===== src/shared/epr_defines.vh =====
`ifndef EPR_DEFINES_VH
`define EPR_DEFINES_VH
// register indexes within the 32-register management space (byte address = 4 * index)
`define EPR_IDX_SM_CTRL 5'h10
`define EPR_IDX_SWING 5'h11
`define EPR_IDX_CRC_CNT 5'h12
`define EPR_IDX_SD_POL 5'h13
`define EPR_IDX_PAGE 5'h1F
`define EPR_IDX_STD_LAST 5'h0F
// page select values
`define EPR_PAGE_MAIN 16'h0000
`define EPR_PAGE_EXT 16'h0001
`define EPR_PAGE_GPIO 16'h0010
// field positions
`define EPR_SM_TXRF_HI 15
`define EPR_SM_TXRF_LO 14
`define EPR_SM_LPRF_HI 13
`define EPR_SM_LPRF_LO 12
`define EPR_SM_PDET 11
`define EPR_SM_SIGNAL_DETECT_PIN 10
`define EPR_SW_MEDIA_HI 7
`define EPR_SW_MEDIA_LO 5
`define EPR_SW_MAC_HI 4
`define EPR_SW_MAC_LO 2
`define EPR_CNT_PKT 15
`define EPR_CNT_HI 13
`define EPR_POL_BIT 0
// reset values and largest legal swing code
`define EPR_RST_PAGE 16'h0000
`define EPR_RST_TXRF 2'h0
`define EPR_RST_PDET 1'h0
`define EPR_RST_MEDIA_SW 3'h0
`define EPR_RST_MAC_SW 3'h4
`define EPR_RST_POL 1'h0
`define EPR_SW_MAX 3'h5
`endif


===== src/epr_std_mem.v =====
`timescale 1ns/100ps
`include "epr_defines.vh"

// ------------------------------------------------------------
// small word memory standing for a register space outside this block
// ------------------------------------------------------------
module epr_std_mem #(
  parameter AW = 5,
  parameter DW = 16
) (
  input wire sys_clk_in, // system clock
  input wire wr_en_in, // write strobe
  input wire [AW-1:0] addr_in, // word address
  input wire [DW-1:0] wdata_in, // write data
  output reg [DW-1:0] rdata_out // registered read data
);
  reg [DW-1:0] mem [0:(1<<AW)-1];

  // synchronous write, registered read
  always @(posedge sys_clk_in) begin
    if (wr_en_in) begin
      mem[addr_in] <= wdata_in;
    end
    rdata_out <= mem[addr_in];
  end
endmodule


===== src/epr_page_regs.v =====
`timescale 1ns/100ps
`include "epr_defines.vh"

// How it works
// page register value 0x0001 selects the extended page.
// with extended page, addresses 16..30 reach extended registers.
// addresses 0..15 reach standard registers unless page value 0x0010 sends them to the GPIO space.
// writing 0x0000 returns to main space; page resets to 0x0000.
// page value 0x0010 sends addresses 0..30 to the GPIO space.
// transmit remote fault field bits 15:14 goes to link partner; default 00.
// link partner remote fault captured into read-only bits 13:12.
// bit 11 enables parallel detect; default 0.
// serial media signal detect shown on read-only bit 10.
// media swing 7:5 and MAC swing 4:2, codes 0..5; MAC default 100.
// bit 15 set when packet received since last read; read clears.
// 14-bit good CRC count, clears on read, wraps, never saturates.
// polarity bit 0: 1 means pin active low, 0 active high.
// sticky fields survive software reset; only hardware reset clears.
// reserved bits read zero; writes to them ignored.
module epr_page_regs (
  input wire sys_clk_in, // 250 MHz clock
  input wire reset_n_in, // async hardware reset, active low
  input wire soft_reset_in, // software reset pulse, same clock
  input wire psel, // apb select
  input wire penable, // apb enable
  input wire pwrite, // apb direction
  input wire [31:0] paddr, // apb byte address
  input wire [31:0] pwdata, // apb write data
  output wire pready, // apb ready
  output wire [31:0] prdata, // apb read data
  output wire pslverr, // apb error
  input wire [1:0] lp_remote_fault_in, // partner fault bits from negotiation
  input wire lp_fault_valid_in, // partner fault bits valid strobe
  input wire signal_detect_pin_in, // raw signal detect pin
  input wire good_crc_pkt_in, // one pulse per good-crc packet
  output reg [1:0] tx_remote_fault_out, // fault bits to advertise
  output reg parallel_detect_en_out, // parallel detect enable
  output reg [2:0] media_swing_out, // media output swing code
  output reg [2:0] mac_swing_out, // mac output swing code
  output reg signal_detect_out // signal detect, polarity applied
);
  // ------------------------------------------------------------
  // bus decode
  // ------------------------------------------------------------
  localparam ST_IDLE = 2'h0;
  localparam ST_WAIT = 2'h1;
  localparam ST_DONE = 2'h2;

  reg [1:0] state_q;
  reg [1:0] state_d;
  reg [15:0] page_q;
  reg [1:0] txrf_q;
  reg pdet_q;
  reg [2:0] media_sw_q;
  reg [2:0] mac_sw_q;
  reg pol_q;
  reg [1:0] lprf_q;
  reg pkt_q;
  reg [13:0] cnt_q;
  reg sd_meta_q;
  reg sd_sync_q;
  reg [15:0] rdata_q;
  reg [15:0] ext_rd;
  wire [4:0] idx;
  wire access;
  wire in_ext;
  wire in_std;
  wire std_wr;
  wire [15:0] std_rd;
  wire [15:0] gpio_rd;
  wire rd_cnt;
  wire ext_commit;

  // space selection for one register index
  // page values other than extended and gpio leave the main space in use
  function sel_ext;
    input [4:0] a;
    input [15:0] pg;
    begin
      sel_ext = (pg == `EPR_PAGE_EXT) && (a > `EPR_IDX_STD_LAST) && (a != `EPR_IDX_PAGE);
    end
  endfunction

  function sel_gpio;
    input [4:0] a;
    input [15:0] pg;
    begin
      sel_gpio = (pg == `EPR_PAGE_GPIO) && (a != `EPR_IDX_PAGE);
    end
  endfunction

  // clamp reserved swing codes to the largest legal code
  function [2:0] clamp_sw;
    input [2:0] c;
    begin
      clamp_sw = (c > `EPR_SW_MAX) ? `EPR_SW_MAX : c;
    end
  endfunction

  // write strobe of one extended register, only in the committing cycle
  function ext_wr;
    input [4:0] a;
    input [4:0] target;
    input hit;
    begin
      ext_wr = hit && (a == target);
    end
  endfunction

  assign idx = paddr[6:2];
  assign access = psel && penable && (state_q == ST_DONE);
  assign in_ext = sel_ext(idx, page_q);
  assign in_std = !in_ext && !sel_gpio(idx, page_q) && (idx != `EPR_IDX_PAGE);
  assign std_wr = access && pwrite && in_std;
  // counter clears at the edge that captures its read value, so a packet
  // arriving between capture and ready is counted afresh instead of lost
  assign rd_cnt = (state_q == ST_WAIT) && psel && !pwrite && in_ext
    && (idx == `EPR_IDX_CRC_CNT);
  assign ext_commit = access && pwrite && in_ext;
  assign pready = (state_q == ST_DONE);
  assign pslverr = 1'b0;
  assign prdata = {16'h0000, rdata_q};

  // ------------------------------------------------------------
  // memories standing for standard and gpio spaces
  // ------------------------------------------------------------
  epr_std_mem #(.AW(5), .DW(16)) u_std (
    .sys_clk_in(sys_clk_in),
    .wr_en_in(std_wr),
    .addr_in(idx),
    .wdata_in(pwdata[15:0]),
    .rdata_out(std_rd)
  );

  epr_std_mem #(.AW(5), .DW(16)) u_gpio (
    .sys_clk_in(sys_clk_in),
    .wr_en_in(access && pwrite && sel_gpio(idx, page_q)),
    .addr_in(idx),
    .wdata_in(pwdata[15:0]),
    .rdata_out(gpio_rd)
  );

  // three-step access once enable is seen in idle: idle, wait for memory read, done
  // the wait state lets the registered memory read settle before ready
  always @* begin
    state_d = state_q;
    case (state_q)
      ST_IDLE: begin
        if (psel && penable) begin
          state_d = ST_WAIT;
        end
      end
      ST_WAIT: begin
        state_d = ST_DONE;
      end
      ST_DONE: begin
        state_d = ST_IDLE;
      end
      default: begin
        state_d = ST_IDLE;
      end
    endcase
  end

  // extended register read mux, reserved bits zero
  always @* begin
    ext_rd = 16'h0000;
    case (idx)
      `EPR_IDX_SM_CTRL: begin
        ext_rd[`EPR_SM_TXRF_HI:`EPR_SM_TXRF_LO] = txrf_q;
        ext_rd[`EPR_SM_LPRF_HI:`EPR_SM_LPRF_LO] = lprf_q;
        ext_rd[`EPR_SM_PDET] = pdet_q;
        ext_rd[`EPR_SM_SIGNAL_DETECT_PIN] = signal_detect_out;
      end
      `EPR_IDX_SWING: begin
        ext_rd[`EPR_SW_MEDIA_HI:`EPR_SW_MEDIA_LO] = media_sw_q;
        ext_rd[`EPR_SW_MAC_HI:`EPR_SW_MAC_LO] = mac_sw_q;
      end
      `EPR_IDX_CRC_CNT: begin
        ext_rd[`EPR_CNT_PKT] = pkt_q;
        ext_rd[`EPR_CNT_HI:0] = cnt_q;
      end
      `EPR_IDX_SD_POL: begin
        ext_rd[`EPR_POL_BIT] = pol_q;
      end
      default: begin
        ext_rd = 16'h0000;
      end
    endcase
  end

  // ------------------------------------------------------------
  // state, page select and read data
  // ------------------------------------------------------------
  always @(posedge sys_clk_in or negedge reset_n_in) begin
    if (!reset_n_in) begin
      state_q <= ST_IDLE;
      page_q <= `EPR_RST_PAGE;
      rdata_q <= 16'h0000;
    end else begin
      state_q <= state_d;
      if (soft_reset_in) begin
        page_q <= `EPR_RST_PAGE;
      end else if (access && pwrite && idx == `EPR_IDX_PAGE) begin
        page_q <= pwdata[15:0];
      end
      if (state_q == ST_WAIT) begin
        if (idx == `EPR_IDX_PAGE) begin
          rdata_q <= page_q;
        end else if (in_ext) begin
          rdata_q <= ext_rd;
        end else if (sel_gpio(idx, page_q)) begin
          rdata_q <= gpio_rd;
        end else begin
          rdata_q <= std_rd;
        end
      end
    end
  end

  // ------------------------------------------------------------
  // extended registers
  // ------------------------------------------------------------
  // non-sticky control fields: cleared by hardware or software reset
  always @(posedge sys_clk_in or negedge reset_n_in) begin
    if (!reset_n_in) begin
      txrf_q <= `EPR_RST_TXRF;
      pdet_q <= `EPR_RST_PDET;
      lprf_q <= 2'h0;
    end else if (soft_reset_in) begin
      txrf_q <= `EPR_RST_TXRF;
      pdet_q <= `EPR_RST_PDET;
      lprf_q <= 2'h0;
    end else begin
      if (ext_wr(idx, `EPR_IDX_SM_CTRL, ext_commit)) begin
        txrf_q <= pwdata[`EPR_SM_TXRF_HI:`EPR_SM_TXRF_LO];
        pdet_q <= pwdata[`EPR_SM_PDET];
      end
      if (lp_fault_valid_in) begin
        lprf_q <= lp_remote_fault_in;
      end
    end
  end

  // sticky fields: only hardware reset returns them to defaults
  always @(posedge sys_clk_in or negedge reset_n_in) begin
    if (!reset_n_in) begin
      media_sw_q <= `EPR_RST_MEDIA_SW;
      mac_sw_q <= `EPR_RST_MAC_SW;
      pol_q <= `EPR_RST_POL;
    end else begin
      if (ext_wr(idx, `EPR_IDX_SWING, ext_commit)) begin
        media_sw_q <= pwdata[`EPR_SW_MEDIA_HI:`EPR_SW_MEDIA_LO];
        mac_sw_q <= pwdata[`EPR_SW_MAC_HI:`EPR_SW_MAC_LO];
      end
      if (ext_wr(idx, `EPR_IDX_SD_POL, ext_commit)) begin
        pol_q <= pwdata[`EPR_POL_BIT];
      end
    end
  end

  // good-crc counter; a packet in the clearing cycle is kept
  // clearing happens with the read capture, one edge before ready
  always @(posedge sys_clk_in or negedge reset_n_in) begin
    if (!reset_n_in) begin
      pkt_q <= 1'b0;
      cnt_q <= 14'h0000;
    end else if (soft_reset_in) begin
      pkt_q <= 1'b0;
      cnt_q <= 14'h0000;
    end else if (rd_cnt) begin
      pkt_q <= good_crc_pkt_in;
      cnt_q <= good_crc_pkt_in ? 14'h0001 : 14'h0000;
    end else if (good_crc_pkt_in) begin
      pkt_q <= 1'b1;
      cnt_q <= cnt_q + 14'h0001;
    end
  end

  // signal detect pin synchroniser, then polarity
  always @(posedge sys_clk_in or negedge reset_n_in) begin
    if (!reset_n_in) begin
      sd_meta_q <= 1'b0;
      sd_sync_q <= 1'b0;
      signal_detect_out <= 1'b0;
    end else begin
      sd_meta_q <= signal_detect_pin_in;
      sd_sync_q <= sd_meta_q;
      signal_detect_out <= sd_sync_q ^ pol_q;
    end
  end

  // registered control outputs
  always @(posedge sys_clk_in or negedge reset_n_in) begin
    if (!reset_n_in) begin
      tx_remote_fault_out <= `EPR_RST_TXRF;
      parallel_detect_en_out <= `EPR_RST_PDET;
      media_swing_out <= `EPR_RST_MEDIA_SW;
      mac_swing_out <= `EPR_RST_MAC_SW;
    end else begin
      tx_remote_fault_out <= txrf_q;
      parallel_detect_en_out <= pdet_q;
      media_swing_out <= clamp_sw(media_sw_q);
      mac_swing_out <= clamp_sw(mac_sw_q);
    end
  end
endmodule


===== config.mk =====
export PLATFORM = sky130hd
export DESIGN_NAME = epr_page_regs
export DESIGN_NICKNAME = d
export VERILOG_FILES = /design/src/epr_std_mem.v /design/src/epr_page_regs.v
export VERILOG_INCLUDE_DIRS = /design/src /design/src/shared
export SDC_FILE = /design/constraint.sdc
export NUM_CORES = 1
export LEC_CHECK = 0
export BUFFER_PORTS_ARGS = -buffer_cell sky130_fd_sc_hd__buf_2
export CAP_MARGIN = 20
export CORE_ASPECT_RATIO = 1.2
export CORE_MARGIN = 3
export CORE_UTILIZATION = 44
export DETAILED_ROUTE_END_ITERATION = 8
export PLACE_DENSITY = 0.71
export SLEW_MARGIN = 20
export SYNTH_ARGS = -nofsm -noshare
export SYNTH_HDL_FRONTEND = slang
export SYNTH_HIERARCHICAL = 1
export SYNTH_SLANG_ARGS = --single-unit

===== constraint.sdc =====
create_clock -name sys_clk_in -period 4.04 [get_ports sys_clk_in]
set_input_delay 0.404 -clock sys_clk_in [delete_from_list [all_inputs] [get_ports sys_clk_in]]
set_output_delay 0.404 -clock sys_clk_in [all_outputs]
set_load 0.01 [all_outputs]

==> results.tsv <==
stage	metric	value	unit
drt	dr.pass1.iters	5	
synth	seq_area_frac_synth	75.60	%
die	dieArea	103700	um^2
synth	ys_ff_latch	1129	
cts	ctsResizeCount	0	
cells_and_area	drive_gt1_share	13.63	%
sta	fin_tns_setup	0	ps
global_route	grt_max_degree	84	
setup_path	path_class	register to register	
cells_and_area	fin_area	49280	um^2
placement	port_buffers	58	
sta	fin_crit	3333	ps
die	ios	119	
setup_path	arrival	3660	ps
drt	vias	23510	
power	power.total	22.89	mW
outcome	run_status	finished, final reports clean	
placement	place_inst	3889	
placement	placed_area	46180	um^2
synth	yosysWarnings	6	
global_route	grt_pass1_wl	147.8	mm
cts	cts_htree_levels	3	
drt	ant_nets	0	
sta	whs	33.45	ps
synth	synth_common_cells	edfxtp_1 (1,024), mux2i_1 (530), o22ai_1 (259)	
drt	drcViolationCount	0	
cts	clock_latency	660	ps
cells_and_area	n_fill_cell	7880	
sta	final_hold_viol_count	0	
cts	clkSinkCount	1129	
placement	dp_slack	738.5	ps
cells_and_area	multi_input_area	9881	um^2
synth	synth_ff_type	edfxtp_1	
global_route	grt_pass1_vias	23350	
sta	tightest_slew	1068	ps
setup_path	end_kind	register	
drt	drtIter0Drc	2095	
global_route	antenna_found_initial	7	
placement	hpwl	64.55	mm
cts	cts_tree	done	
sta	fin_skew	22.83	ps
die	num_rows	126	
die	die_w	294.5	um
synth	yosysTopAreaCell	edfxtp_1	
synth	ys_types	63	
flow_run	cap_violations	0	
cts	cts_root_buffer	clkbuf_16	
synth	syn_area_per_cell	17.20	um^2
power	leakagePower	17.50	nW
drt	finalWirelength	100.3	mm
sta	period_share	82.50	%
sta	rsz0062_at_grt	no	
cts	cts_buffer_depth	3	
cells_and_area	layout.cells.non_filler	4081	
placement	gp_congestion	0.8805	
global_route	grt_usage	18.92	%
cells_and_area	final_util	49.94	%
synth	synth_top_area_share	69.98	%
min_path	hp-class	primary input to register	
synth	synth_area	43940	um^2
die	chipHeight	352.2	um
cts	clk_pin_slew	70	ps
drt	via_per_inst	5.760	
cts	cts_setup_buffers	0	
sta	fin_ws	707.1	ps
sta	slew_headroom	28.40	%
drt	wire_per_inst	24.58	um
synth	synth_area_leaders	edfxtp_1 (70%), mux2i_1 (12%), dfrtp_1 (4.0%)	
synth	ys_async_sr_fraction	6.466	%
global_route	overflow	0	
power	p_per_area	464.5	nW/um^2
cells_and_area	syn_to_final_growth	12.15	%
die	core_area	98690	um^2
synth	syn_inst	2555	
cells_and_area	final_net_count	2791	
die	start_util	44.53	%
cells_and_area	seqCellArea	33220	um^2
cts	cts_inserted_buffers	98	
synth	post-synth-top-count-cell	edfxtp_1	
setup_path	required	4370	ps
synth	synth_edf_count	1024	
sta	setup-violations-final	0	
setup_path	crit_path_max_fanout	16	
sta	drv_slew	0	
sta	fmax	0.3000	GHz
power	ir_worst_vdd	0.3616	mV
setup_path	cp-start-kind	register	
==> what timing repair did <==
action	CTS	global route
setup endpoints to repair	0	0
hold buffers	6	0
endpoints found under the hold margin	75	0
==> critical path: stages, from the launching register on <==
cell	delay, ps
dfrtp_1	430
nor4_4	380
and4_1	270
nand3_1	240
buf_4	270
nor2_1	330
or3b_2	630
nor2_1	150
buf_4	280
==> final timing paths <==
check	start	end	slack (ps)	cells after the start
max	page_q[11]$_DFFE_PN0P_	u_gpio/mem[4][1]$_DFFE_PP_	710	8
min	lp_fault_valid_in	lprf_q[1]$_DFFE_PN0P_	30	3
max reg2reg	page_q[11]$_DFFE_PN0P_	u_gpio/mem[4][1]$_DFFE_PP_	710	8
min reg2reg	sd_meta_q$_DFF_PN0_	sd_sync_q$_DFF_PN0_	370	0
max in group asynchronous	reset_n_in	rdata_q[5]$_DFFE_PN0N_	3000	2
min in group asynchronous	reset_n_in	sd_meta_q$_DFF_PN0_	430	2
==> registers in the layout (all words and copies together), names as in the netlist, 3 cells and up <==
name              cells
u_gpio/mem          512
u_gpio/rdata_out     16
u_std/mem           512
page_q               16
media_sw_q            3
u_std/rdata_out      16
mac_sw_q              3
media_swing_out       3
cnt_q                14
rdata_q              16
mac_swing_out         3
==> final cells by class <==
| type | count | share of cell area (%) |
|---|---|---|
| clock buffer | 122 | 5.227 |
| clock inverter | 59 | 0.9140 |
| inverter | 4 | 0.03047 |
| multi-input combinational | 1273 | 20.05 |
| tap | 1280 | 3.250 |
| timing repair buffer | 209 | 3.097 |
| antenna | 5 | 0.02539 |
| sequential | 1129 | 67.41 |
==> kinds of logic (layout without fill, tap and decap cells) <==
group,Yosys count,count (layout),share of synthesized area (%)
flops,1129,1129,75.60
mux,537,537,12.30
fa+ha+maj,1,1,0.02847
compound gates,341,341,5.008
other cells,1,22,0.008534
xor+xnor,13,13,0.2591
buf+inv,169,394,2.147
simple gates,364,364,4.650
==> per-layer routing <==
metal	track usage (%)	vias to the layer above	share of wire (%)	wire length, um
met4	7.718	6	4.0	4032
met2	31.75	872	49	49640
met1	24.67	11990	40	40080
met5	0	-	0.041	41
met3	2.922	173	6.5	6524
li1	-	10470	-	-
==> power breakdown <==
group          internal, mW  total (mW)  switching [mW]
registers              12.8        12.9          0.0839
logic                 0.374        1.14           0.765
clock network          4.85        8.84            3.99
total                  18.1        22.9            4.84
==> cells in the final DEF, fill, tap and decap left out, drive strengths merged, types with 13 or more instances in the layout <==
cell type  synthesis  routed
nor3              13      13
clkbuf            33     122
conb               1      17
nor2             105     105
nand2             86      86
dfxtp             32      32
clkinv             0      47
a21oi             25      25
nor4              67      67
dfrtp             71      71
mux2i            530     530
edfxtp          1024    1024
o22ai            261     261
buf              132     203
Note: power is estimated with default switching activity, not from simulation.
